--- src/aec_pkg.sv ---
// Shared constants, register map and types of the auto exposure / gain controller
package aec_pkg;

   // ------------------------------------------------------------------
   // Widths
   // ------------------------------------------------------------------
   localparam int EXP_W     = 20;   // exposure in microseconds
   localparam int GAIN_W    = 12;
   localparam int PIX_W     = 12;
   localparam int POS_W     = 13;
   localparam int LINES_W   = 16;
   localparam int DAMP_W    = 8;
   localparam int DAMP_FRAC = 7;    // damping is unsigned Q1.7
   localparam int ERR_W     = 13;

   // ------------------------------------------------------------------
   // Register offsets (byte addresses)
   // ------------------------------------------------------------------
   localparam logic [7:0] ADDR_CTRL      = 8'h00;
   localparam logic [7:0] ADDR_EXPOSURE  = 8'h04;
   localparam logic [7:0] ADDR_EXP_LO    = 8'h08;
   localparam logic [7:0] ADDR_EXP_HI    = 8'h0c;
   localparam logic [7:0] ADDR_TARGET    = 8'h10;
   localparam logic [7:0] ADDR_DAMP      = 8'h14;
   localparam logic [7:0] ADDR_RGN_START = 8'h18;
   localparam logic [7:0] ADDR_RGN_SPAN  = 8'h1c;
   localparam logic [7:0] ADDR_RGN_LINES = 8'h20;
   localparam logic [7:0] ADDR_GAIN      = 8'h24;
   localparam logic [7:0] ADDR_GAIN_LO   = 8'h28;
   localparam logic [7:0] ADDR_GAIN_HI   = 8'h2c;
   localparam logic [7:0] ADDR_STATUS    = 8'h30;
   localparam logic [7:0] ADDR_PERIOD    = 8'h34;

   // ------------------------------------------------------------------
   // Control register field positions
   // ------------------------------------------------------------------
   localparam int CTRL_EXP_MODE_LSB  = 0;
   localparam int CTRL_GAIN_MODE_LSB = 2;
   localparam int CTRL_PROFILE_BIT   = 4;
   localparam int CTRL_TRIGW_BIT     = 5;
   localparam int CTRL_FMT12_BIT     = 6;

   // ------------------------------------------------------------------
   // Reset values and limits
   // ------------------------------------------------------------------
   localparam logic [EXP_W-1:0]   EXP_RST        = 20'h003e8;
   localparam logic [EXP_W-1:0]   EXP_LO_RST     = 20'h00064;
   localparam logic [EXP_W-1:0]   EXP_HI_RST     = 20'h01388;
   localparam logic [EXP_W-1:0]   EXP_MODEL_MIN  = 20'h00002;
   localparam logic [EXP_W-1:0]   EXP_MODEL_MAX  = 20'hf4240;
   localparam logic [GAIN_W-1:0]  GAIN_RST       = 12'h000;
   localparam logic [GAIN_W-1:0]  GAIN_LO_RST    = 12'h000;
   localparam logic [GAIN_W-1:0]  GAIN_HI_RST    = 12'hfff;
   localparam logic [PIX_W-1:0]   TARGET_RST     = 12'h080;
   localparam logic [PIX_W-1:0]   TARGET8_MIN    = 12'h032;
   localparam logic [PIX_W-1:0]   TARGET8_MAX    = 12'h0cd;
   localparam logic [PIX_W-1:0]   TARGET12_MIN   = 12'h320;
   localparam logic [PIX_W-1:0]   TARGET12_MAX   = 12'hcd0;
   localparam logic [PIX_W-1:0]   TOL8           = 12'h002;
   localparam logic [PIX_W-1:0]   TOL12          = 12'h020;
   localparam logic [DAMP_W-1:0]  DAMP_RST       = 8'h60;     // 0.75
   localparam logic [POS_W-1:0]   RGN_START_RST  = 13'h0000;
   localparam logic [POS_W-1:0]   RGN_SPAN_RST   = 13'h1fff;
   localparam logic [LINES_W-1:0] RGN_LINES_RST  = 16'h0080;
   localparam logic [EXP_W-1:0]   READOUT_OVH_US = 20'h0000a;
   localparam logic [EXP_W-1:0]   BASE_PERIOD_US = 20'h00064;

   typedef enum logic [1:0] {LOOP_OFF, LOOP_ONCE, LOOP_CONT} loop_mode_e;

   function automatic loop_mode_e to_mode(input logic [1:0] v);
      to_mode = (v == 2'h1) ? LOOP_ONCE : (v == 2'h2) ? LOOP_CONT : LOOP_OFF;
   endfunction : to_mode

   function automatic logic [EXP_W-1:0] clamp_exp(input logic [EXP_W-1:0] v,
                                                  input logic [EXP_W-1:0] lo,
                                                  input logic [EXP_W-1:0] hi);
      clamp_exp = (v < lo) ? lo : (v > hi) ? hi : v;
   endfunction : clamp_exp

   function automatic logic [PIX_W-1:0] clamp_pix(input logic [PIX_W-1:0] v,
                                                  input logic [PIX_W-1:0] lo,
                                                  input logic [PIX_W-1:0] hi);
      clamp_pix = (v < lo) ? lo : (v > hi) ? hi : v;
   endfunction : clamp_pix

endpackage : aec_pkg

--- src/aec_core.sv ---
// Auto exposure and gain control loop with APB register access
//
// What this block does
// - Trigger-width exposure mode inhibits the exposure loop
// - Exposure steps within bounds toward target mean
// - Loop modes: off, once, continuous
// - No region overlap: keep manual exposure
// - Clamp exposure to bounds within model limits
// - Target limited to 50-205 or 800-3280
// - Long exposure lengthens minimum line period
// - One target shared by both loops
// - Damping factor slows gray level changes
// - Damping factor resets to 0.75
// - Larger damping factor converges faster
// - Profile picks which quantity stays lowest
// - Mean over region and image intersection
//
// The address map and the APB register port are this design's own decisions.
`timescale 1ns/1ps
module aec_core
   import aec_pkg::*;
(
   input  wire logic               pclk,
   input  wire logic               presetn,
   input  wire logic [7:0]         paddr,
   input  wire logic               psel,
   input  wire logic               penable,
   input  wire logic               pwrite,
   input  wire logic [31:0]        pwdata,
   output logic [31:0]             prdata,
   output logic                    pready,
   output logic                    pslverr,
   input  wire logic               frame_start,
   input  wire logic               line_start,
   input  wire logic               frame_end,
   input  wire logic               pix_valid,
   input  wire logic [PIX_W-1:0]   pix_data,
   input  wire logic               pix_in_image,
   output logic [EXP_W-1:0]        exposure_time_out,
   output logic [GAIN_W-1:0]       gain_out,
   output logic [EXP_W-1:0]        frame_period_min,
   output logic                    rate_reduced
);

   // ------------------------------------------------------------------
   // State
   // ------------------------------------------------------------------
   typedef struct packed {
      loop_mode_e         exposure_loop_mode;
      loop_mode_e         gain_loop_mode;
      logic               keep_gain_lowest;
      logic               trigger_width;
      logic               fmt12;
      logic [EXP_W-1:0]   exposure_time_setting;
      logic [EXP_W-1:0]   auto_exposure_lower_bound;
      logic [EXP_W-1:0]   auto_exposure_upper_bound;
      logic [PIX_W-1:0]   target_gray_level;
      logic [DAMP_W-1:0]  convergence_damping_factor;
      logic [POS_W-1:0]   measure_region_start_pixel;
      logic [POS_W-1:0]   measure_region_span;
      logic [LINES_W-1:0] measure_region_lines;
      logic [GAIN_W-1:0]  gain_setting;
      logic [GAIN_W-1:0]  gain_lower_bound;
      logic [GAIN_W-1:0]  gain_upper_bound;
      logic [PIX_W-1:0]   last_mean;
      logic               no_overlap;
      logic               converged;
      logic [EXP_W-1:0]   period_min;
      logic               rate_reduced;
      logic               pready;
      logic [31:0]        prdata;
      logic               pslverr;
   } core_s;

   localparam core_s CORE_RST = '{
      exposure_loop_mode:         LOOP_OFF,
      gain_loop_mode:             LOOP_OFF,
      keep_gain_lowest:           1'b0,    // default minimizes exposure
      trigger_width:              1'b0,
      fmt12:                      1'b0,
      exposure_time_setting:      EXP_RST,
      auto_exposure_lower_bound:  EXP_LO_RST,
      auto_exposure_upper_bound:  EXP_HI_RST,
      target_gray_level:          TARGET_RST,
      convergence_damping_factor: DAMP_RST,
      measure_region_start_pixel: RGN_START_RST,
      measure_region_span:        RGN_SPAN_RST,
      measure_region_lines:       RGN_LINES_RST,
      gain_setting:               GAIN_RST,
      gain_lower_bound:           GAIN_LO_RST,
      gain_upper_bound:           GAIN_HI_RST,
      last_mean:                  12'h000,
      no_overlap:                 1'b0,
      converged:                  1'b0,
      period_min:                 EXP_RST + READOUT_OVH_US,
      rate_reduced:               1'b1,
      pready:                     1'b0,
      prdata:                     32'h0,
      pslverr:                    1'b0
   };

   core_s r;
   core_s n;

   logic                mean_valid;
   logic [PIX_W-1:0]    mean;
   logic                no_overlap;
   logic [ERR_W-1:0]    err;
   logic [EXP_W-1:0]    exp_nxt;
   logic                exp_stuck;
   logic [EXP_W-1:0]    gain_nxt_w;
   logic                gain_stuck;

   // ------------------------------------------------------------------
   // Measurement and step datapaths
   // ------------------------------------------------------------------
   aec_region_stats u_stats (
      .pclk         (pclk),
      .presetn      (presetn),
      .frame_start  (frame_start),
      .line_start   (line_start),
      .frame_end    (frame_end),
      .pix_valid    (pix_valid),
      .pix_data     (pix_data),
      .pix_in_image (pix_in_image),
      .region_start (r.measure_region_start_pixel),
      .region_span  (r.measure_region_span),
      .region_lines (r.measure_region_lines),
      .mean_valid   (mean_valid),
      .mean         (mean),
      .no_overlap   (no_overlap)
   );

   // Shared target drives both loops
   assign err = {1'b0, r.target_gray_level} - {1'b0, mean};

   aec_damped_step u_exp_step (
      .cur   (r.exposure_time_setting),
      .lo    (r.auto_exposure_lower_bound),
      .hi    (r.auto_exposure_upper_bound),
      .err   (err),
      .damp  (r.convergence_damping_factor),
      .nxt   (exp_nxt),
      .stuck (exp_stuck)
   );

   aec_damped_step u_gain_step (
      .cur   ({8'h00, r.gain_setting}),
      .lo    ({8'h00, r.gain_lower_bound}),
      .hi    ({8'h00, r.gain_upper_bound}),
      .err   (err),
      .damp  (r.convergence_damping_factor),
      .nxt   (gain_nxt_w),
      .stuck (gain_stuck)
   );

   // ------------------------------------------------------------------
   // Read mux
   // ------------------------------------------------------------------
   function automatic logic [32:0] read_reg(input core_s s, input logic [7:0] a);
      logic [31:0] d;
      logic        ok;
      d  = 32'h0;
      ok = (a[1:0] == 2'b00);
      unique case (a)
         ADDR_CTRL:      d = {25'h0, s.fmt12, s.trigger_width, s.keep_gain_lowest,
                              s.gain_loop_mode, s.exposure_loop_mode};
         ADDR_EXPOSURE:  d = {12'h0, s.exposure_time_setting};
         ADDR_EXP_LO:    d = {12'h0, s.auto_exposure_lower_bound};
         ADDR_EXP_HI:    d = {12'h0, s.auto_exposure_upper_bound};
         ADDR_TARGET:    d = {20'h0, s.target_gray_level};
         ADDR_DAMP:      d = {24'h0, s.convergence_damping_factor};
         ADDR_RGN_START: d = {19'h0, s.measure_region_start_pixel};
         ADDR_RGN_SPAN:  d = {19'h0, s.measure_region_span};
         ADDR_RGN_LINES: d = {16'h0, s.measure_region_lines};
         ADDR_GAIN:      d = {20'h0, s.gain_setting};
         ADDR_GAIN_LO:   d = {20'h0, s.gain_lower_bound};
         ADDR_GAIN_HI:   d = {20'h0, s.gain_upper_bound};
         ADDR_STATUS:    d = {13'h0, s.rate_reduced, s.converged, s.no_overlap, 4'h0, s.last_mean};
         ADDR_PERIOD:    d = {12'h0, s.period_min};
         default:        ok = 1'b0;
      endcase
      read_reg = {ok, d};
   endfunction : read_reg

   // ------------------------------------------------------------------
   // Next state
   // ------------------------------------------------------------------
   always_comb
   begin
      logic        exp_act;
      logic        gain_act;
      logic        conv;
      logic        pref_gain;
      logic        mv_exp;
      logic        mv_gain;
      logic [32:0] rd;
      logic [EXP_W-1:0] wexp;
      exp_act   = 1'b0;
      gain_act  = 1'b0;
      conv      = 1'b0;
      pref_gain = 1'b0;
      mv_exp    = 1'b0;
      mv_gain   = 1'b0;
      rd        = read_reg(r, paddr);
      wexp      = clamp_exp(pwdata[EXP_W-1:0], EXP_MODEL_MIN, EXP_MODEL_MAX);
      n = r;

      // Loop update once per measured frame
      exp_act  = (r.exposure_loop_mode != LOOP_OFF) && !r.trigger_width;
      gain_act = (r.gain_loop_mode != LOOP_OFF);
      if (mean_valid)
      begin
         n.last_mean  = mean;
         n.no_overlap = no_overlap;
         conv = $signed(err) <= $signed({1'b0, r.fmt12 ? TOL12 : TOL8})
             && $signed(err) >= -$signed({1'b0, r.fmt12 ? TOL12 : TOL8});
         if (!no_overlap)
         begin
            n.converged = conv;
            if (!conv)
            begin
               // Too dark with exposure kept lowest: raise gain first
               pref_gain = !err[ERR_W-1] ^ r.keep_gain_lowest;
               if (exp_act && gain_act)
               begin
                  mv_gain = pref_gain ? !gain_stuck : exp_stuck;
                  mv_exp  = !mv_gain;
               end
               else
               begin
                  mv_exp  = exp_act;
                  mv_gain = gain_act;
               end
               if (mv_exp)
                  n.exposure_time_setting = exp_nxt;
               if (mv_gain)
                  n.gain_setting = gain_nxt_w[GAIN_W-1:0];
            end
            // Single shot ends at target or at a bound
            if (exp_act && r.exposure_loop_mode == LOOP_ONCE && (conv || exp_stuck))
               n.exposure_loop_mode = LOOP_OFF;
            if (gain_act && r.gain_loop_mode == LOOP_ONCE && (conv || gain_stuck))
               n.gain_loop_mode = LOOP_OFF;
         end
      end

      // ----------------------------------------------------------------
      // APB slave, one wait state; write commits with pready high
      // ----------------------------------------------------------------
      if (psel && penable && !r.pready)
      begin
         n.pready  = 1'b1;
         n.prdata  = pwrite ? 32'h0 : rd[31:0];
         n.pslverr = !rd[32];
      end
      else if (psel && penable && r.pready)
      begin
         n.pready  = 1'b0;
         n.pslverr = 1'b0;
         // Software write wins over a same-cycle loop update
         if (pwrite && rd[32])
         begin
            unique case (paddr)
               ADDR_CTRL:
               begin
                  n.exposure_loop_mode = to_mode(pwdata[CTRL_EXP_MODE_LSB +: 2]);
                  n.gain_loop_mode     = to_mode(pwdata[CTRL_GAIN_MODE_LSB +: 2]);
                  n.keep_gain_lowest   = pwdata[CTRL_PROFILE_BIT];
                  n.trigger_width      = pwdata[CTRL_TRIGW_BIT];
                  n.fmt12              = pwdata[CTRL_FMT12_BIT];
                  n.converged          = 1'b0;
               end
               ADDR_EXPOSURE:  n.exposure_time_setting      = wexp;
               ADDR_EXP_LO:    n.auto_exposure_lower_bound  = wexp;
               ADDR_EXP_HI:    n.auto_exposure_upper_bound  = wexp;
               ADDR_TARGET:    n.target_gray_level = r.fmt12
                                  ? clamp_pix(pwdata[PIX_W-1:0], TARGET12_MIN, TARGET12_MAX)
                                  : clamp_pix(pwdata[PIX_W-1:0], TARGET8_MIN, TARGET8_MAX);
               ADDR_DAMP:      n.convergence_damping_factor = pwdata[DAMP_W-1:0];
               ADDR_RGN_START: n.measure_region_start_pixel = pwdata[POS_W-1:0];
               ADDR_RGN_SPAN:  n.measure_region_span        = pwdata[POS_W-1:0];
               ADDR_RGN_LINES: n.measure_region_lines       = pwdata[LINES_W-1:0];
               ADDR_GAIN:      n.gain_setting               = pwdata[GAIN_W-1:0];
               ADDR_GAIN_LO:   n.gain_lower_bound           = pwdata[GAIN_W-1:0];
               ADDR_GAIN_HI:   n.gain_upper_bound           = pwdata[GAIN_W-1:0];
               default:        n.pslverr                    = 1'b0;
            endcase
         end
      end
      else
      begin
         n.pready  = 1'b0;
         n.pslverr = 1'b0;
      end

      // A long exposure stretches the shortest line period
      n.period_min   = r.exposure_time_setting + READOUT_OVH_US;
      n.rate_reduced = r.period_min > BASE_PERIOD_US;
   end

   always_ff @(posedge pclk or negedge presetn)
   begin
      if (!presetn)
         r <= CORE_RST;
      else
         r <= n;
   end

   assign prdata            = r.prdata;
   assign pready            = r.pready;
   assign pslverr           = r.pslverr;
   assign exposure_time_out = r.exposure_time_setting;
   assign gain_out          = r.gain_setting;
   assign frame_period_min  = r.period_min;
   assign rate_reduced      = r.rate_reduced;

endmodule : aec_core

--- src/aec_damped_step.sv ---
// One damped, clamped adjustment step for exposure or gain
`timescale 1ns/1ps
module aec_damped_step
   import aec_pkg::*;
(
   input  wire logic [EXP_W-1:0]  cur,
   input  wire logic [EXP_W-1:0]  lo,
   input  wire logic [EXP_W-1:0]  hi,
   input  wire logic [ERR_W-1:0]  err,
   input  wire logic [DAMP_W-1:0] damp,
   output logic [EXP_W-1:0]       nxt,
   output logic                   stuck
);

   logic signed [21:0] prod;
   logic signed [21:0] delta;
   logic signed [22:0] sum;

   always_comb
   begin
      // Larger damping value means a bigger share of the error per frame
      prod  = $signed(err) * $signed({1'b0, damp});
      delta = prod >>> DAMP_FRAC;
      // Never stall on a small error
      if (err != '0 && delta == '0)
         delta = err[ERR_W-1] ? -22'sd1 : 22'sd1;
      sum = $signed({3'b000, cur}) + 23'(delta);
      if (sum < $signed({3'b000, lo}))
         nxt = lo;
      else if (sum > $signed({3'b000, hi}))
         nxt = hi;
      else
         nxt = sum[EXP_W-1:0];
      stuck = (err != '0) && (nxt == cur);
   end

endmodule : aec_damped_step

--- src/aec_region_stats.sv ---
// Mean gray level of the measurement region, clipped to the image
`timescale 1ns/1ps
module aec_region_stats
   import aec_pkg::*;
(
   input  wire logic               pclk,
   input  wire logic               presetn,
   input  wire logic               frame_start,
   input  wire logic               line_start,
   input  wire logic               frame_end,
   input  wire logic               pix_valid,
   input  wire logic [PIX_W-1:0]   pix_data,
   input  wire logic               pix_in_image,
   input  wire logic [POS_W-1:0]   region_start,
   input  wire logic [POS_W-1:0]   region_span,
   input  wire logic [LINES_W-1:0] region_lines,
   output logic                    mean_valid,
   output logic [PIX_W-1:0]        mean,
   output logic                    no_overlap
);

   typedef struct packed {
      logic [POS_W-1:0]   x;
      logic [LINES_W-1:0] line;
      logic [35:0]        sum;
      logic [23:0]        cnt;
      logic [35:0]        rem;
      logic [3:0]         bit_i;
      logic               busy;
      logic [PIX_W-1:0]   q;
      logic               done;
      logic               empty;
   } stats_s;

   stats_s r;
   stats_s n;

   always_comb
   begin
      logic [35:0]    trial;
      logic [POS_W:0] stop;
      trial = 36'h0;
      stop  = {1'b0, region_start} + {1'b0, region_span};
      n      = r;
      n.done = 1'b0;
      if (frame_start)
      begin
         n.line = '1;
         n.x    = '0;
         n.sum  = '0;
         n.cnt  = '0;
      end
      else if (line_start)
      begin
         n.line = r.line + 16'h0001;
         n.x    = '0;
      end
      else if (pix_valid)
      begin
         n.x = r.x + 13'h0001;
         // Only pixels inside both regions count
         if (pix_in_image && r.x >= region_start && {1'b0, r.x} < stop && r.line < region_lines)
         begin
            n.sum = r.sum + {24'h0, pix_data};
            n.cnt = r.cnt + 24'h000001;
         end
      end
      if (frame_end && !r.busy)
      begin
         n.busy  = 1'b1;
         n.rem   = r.sum;
         n.bit_i = 4'hb;
         n.q     = '0;
         n.empty = (r.cnt == 24'h0);
      end
      else if (r.busy)
      begin
         // Restoring divide, one quotient bit per cycle
         trial = {12'h0, r.cnt} << r.bit_i;
         if (r.rem >= trial)
         begin
            n.rem        = r.rem - trial;
            n.q[r.bit_i] = 1'b1;
         end
         if (r.bit_i == 4'h0)
         begin
            n.busy = 1'b0;
            n.done = 1'b1;
         end
         else
            n.bit_i = r.bit_i - 4'h1;
      end
   end

   always_ff @(posedge pclk or negedge presetn)
   begin
      if (!presetn)
         r <= '0;
      else
         r <= n;
   end

   assign mean_valid = r.done;
   assign mean       = r.q;
   assign no_overlap = r.empty;

endmodule : aec_region_stats
--- config.mk ---
export PLATFORM = sky130hd
export DESIGN_NAME = aec_core
export DESIGN_NICKNAME = d
export VERILOG_FILES = /design/src/aec_pkg.sv /design/src/aec_core.sv /design/src/aec_damped_step.sv /design/src/aec_region_stats.sv
export SDC_FILE = /design/constraint.sdc
export NUM_CORES = 2
export LEC_CHECK = 0
export ABC_AREA = 1
export CAP_MARGIN = 20
export CORE_ASPECT_RATIO = 0.8
export CORE_MARGIN = 2
export CORE_UTILIZATION = 45
export DETAILED_ROUTE_END_ITERATION = 10
export DONT_BUFFER_PORTS = 1
export REMOVE_ABC_BUFFERS = 1
export SETUP_SLACK_MARGIN = 0.02
export SLEW_MARGIN = 20
export SYNTH_ARGS = -nofsm -noshare
export SYNTH_HDL_FRONTEND = slang
export SYNTH_SLANG_ARGS = --single-unit
--- constraint.sdc ---
create_clock -name pclk -period 14.38 [get_ports pclk]
set_input_delay 0 -clock pclk [delete_from_list [all_inputs] [get_ports pclk]]
set_output_delay 0 -clock pclk [all_outputs]
set_load 0.01 [all_outputs]
==> results_dict.tcl <==
set metrics [dict create \
    synth_fa_ha_area_frac 0.161 \
    clock_latency_ps 600 \
    syn_area_um2 31600 \
    vias 29700 \
    antenna_left 0 \
    synth_top_family_by_area "simple AND/OR/NAND/NOR gates" \
    placed_area_um2 32000 \
    ys_dominant_reg_cell "dfrtp_1" \
    htree_levels 2 \
    critPathKind "reg2reg" \
    port_buffers 0 \
    r2r_cells 65 \
    r2r_setup_slack_ps 940 \
    pwr_density_cell_nw_per_um2 236 \
    crit_top_cell "nand2_1" \
    wl_mm 112 \
    hpwlAfterDp_mm 85.4 \
    rsz0062_at_grt "no" \
    syn_inst 4340 \
    gp_congestion 1.06 \
    synth_compound_area_frac 0.161 \
    synth_area_per_cell_um2 7.29 \
    crit_required_ps 14920 \
    crit_arrival_ps 13980 \
    drc 0 \
    grt_max_degree 367 \
    worst_pin_slew_ps 1290 \
    start_util 0.457 \
    die_y_um 241 \
    ctsLongestPathBuffers 3 \
    min_period_ps 13440 \
    leakagePower_nw 15.8 \
    wire_per_inst_um 21.3 \
    min_path_cells 5 \
    numCtsBuffers 42 \
    synth.area.mux_share 0.00601 \
    fin_setup_tns_ps 0 \
    synthSimpleGateAreaFrac 0.237 \
    p_clk_frac 0.138 \
    gr-usage-met1 0.464 \
    synth_xor_area_frac 0.0308 \
    p_int_w 0.00364 \
    grt_usage 0.306 \
    yosys_warnings 0 \
    maxCapViolCount 0 \
    grt.busiest_layer "met1" \
    final_area_um2 34000 \
    p_comb_frac 0.683 \
    finalCritPeriodShare 0.934 \
    holdBufCountCts 53 \
    dieArea_um2 72500 \
    synth-async-reset-ratio 1.00 \
    syn_to_final_growth_pct 7.43 \
    hp-class "in2reg" \
    startpoint_type "flip-flop" \
    cts_tree "yes" \
    cp_slowest_cell "xnor2_1" \
    switching_share 0.546 \
    grt_use_met3 0.114 \
    layout-drive-gt1-share 0.0517 \
    synth.distinct_cells 68 \
    overflow 0 \
    ios 149 \
    ir_drop_mv 0.298 \
    cts_sinks 366 \
    finalMaxSlewViolations 0 \
    grt_pass1_wl_mm 168 \
    cts_root_buffer "clkbuf_16" \
    synth_edf_count 0 \
    viasPerCell 5.66 \
    antenna_found_initial 14 \
    cts_setup_buffers 0 \
    slew_headroom 0.121 \
    yosys_register_bits 366 \
    use_met2 0.398 \
    die_w_um 300 \
    clk_pin_slew_ps 60 \
    hold_violations 0 \
    status "finished clean" \
    synth-seq-area-share 0.291 \
    path_max_fanout 15 \
    fin_nets 4697 \
    coreArea_um2 69200 \
    endpoint_kind "flip-flop" \
    setup_viol 0 \
    drt_iter0_markers 3109 \
    fmax_mhz 74.4 \
    first_global_vias 26800 \
    cpPeakStageDelay_ps 590 \
    rows 86 \
    p_sw_w 0.00437 \
    pwr-share-seq 0.179 \
    post_cts_resized 0 \
    fin_skew_ps 37.6 \
    drt_first_pass_iters 6 \
]
Yosys cell counts, types with 36 or more instances:
cell	n	area, um2
nand3_1	279	1400
nand2_1	947	3550
o21ai_0	371	1860
buf_4	88	661
fa_1	89	1780
nor3_1	69	345
xor2_1	68	596
nor2_1	317	1190
xnor2_1	36	315
dfrtp_1	315	7880
dfstp_2	51	1340
ha_1	265	3320
inv_1	609	2290
nand4_1	56	350
a21oi_1	271	1360
o22ai_1	52	325
clkbuf_1	89	334
registers in the layout, indices dropped and copies added, names as in the netlist:
signal / count
u_stats.no_overlap: 1
gain_out: 12
pready: 1
r: 147
u_stats.r: 130
prdata: 20
pslverr: 1
rate_reduced: 1
u_stats.mean: 12
frame_period_min: 20
exposure_time_out: 20
u_stats.mean_valid: 1
worst paths after layout:
kind,to,start
worst max-delay path,exposure_time_out[0],u_stats.mean[0]
worst min-delay path,exposure_time_out[1],pwdata[16]
worst max register to register,exposure_time_out[0],u_stats.mean[0]
worst min register to register,r[64],u_stats.mean[7]
max in group asynchronous,r[136],presetn
min in group asynchronous,u_stats.r[104],presetn
power groups by stage:
| stage | clock network, W | registers (W) | logic, W |
|---|---|---|---|
| finish | 0.00111 | 0.00143 | 0.00547 |
| global route | 0.00116 | 0.00145 | 0.00612 |
| CTS | 0.00112 | 0.00142 | 0.00532 |
| detailed placement | 0 | 0.00144 | 0.00525 |
| global placement | 0 | 0.00144 | 0.00523 |
| floorplan | 0 | 0.00137 | 0.00381 |
cells in the final DEF (no fill, tap or decap), types with 31 or more instances in the layout:
cell type	n
nor2_1	316
buf_4	35
nand2_1	947
o211ai_1	31
o22ai_1	52
ha_1	265
nand4_1	56
o21ai_0	371
dfstp_2	51
fa_1	89
clkbuf_16	42
a21oi_1	271
dfrtp_1	315
xnor2_1	36
dlygate4sd3_1	51
nor3_1	66
inv_1	609
nand3_1	278
xor2_1	68
cells by family after synthesis:
group | count (synthesis)
compound gates | 893
fa+ha+maj | 354
flops | 366
other cells | 1
mux | 19
buf+inv | 837
xor+xnor | 108
simple gates | 1762
routing by layer:
metal	part of all wire	up-vias
met5	0.00095	-
met4	0.021	18
met3	0.12	167
met2	0.38	1282
met1	0.48	14000
li1	-	14300
area by class of cell:
| class | instances | area [um2] |
|---|---|---|
| Fill cell | 6932 | 35200 |
| Multi-Input combinational cell | 3148 | 19000 |
| Sequential cell | 366 | 9220 |
| Inverter | 632 | 2380 |
| Clock buffer | 67 | 1240 |
| Tap cell | 924 | 1160 |
| Timing Repair Buffer | 91 | 881 |
| Clock inverter | 8 | 125 |
| Antenna cell | 13 | 32.5 |
worst max-delay path: cells and delay by family, from the launching register on:
kind                     cells  cell delay, ps
AO/OA/AOI/OAI               11            1910
buffers and inverters        9            1360
XOR/XNOR                     2             910
flip-flops                   1             440
AND/OR/NAND/NOR             33            4960
adder cells (fa/ha/maj)     10            3830
through the flow:
step | cells | util | total power (W) | setup WS, ps | hold slack, ps
6_report | 5249 | 0.491 | 0.00801 | 945 | 11.6
5_1_grt | 5238 | 0.491 | 0.00872 | 146 | 62.6
4_1_cts | 5233 | 0.490 | 0.00787 | 1280 | 2.46
3_5_place_dp | 5105 | 0.462 | 0.00669 | 1300 | -242
3_3_place_gp | 5105 | 0.462 | 0.00667 | 1420 | -272
2_1_floorplan | 4146 | - | 0.00518 | 3650 | -296
No activity file was read; power rests on OpenSTA's default activity.
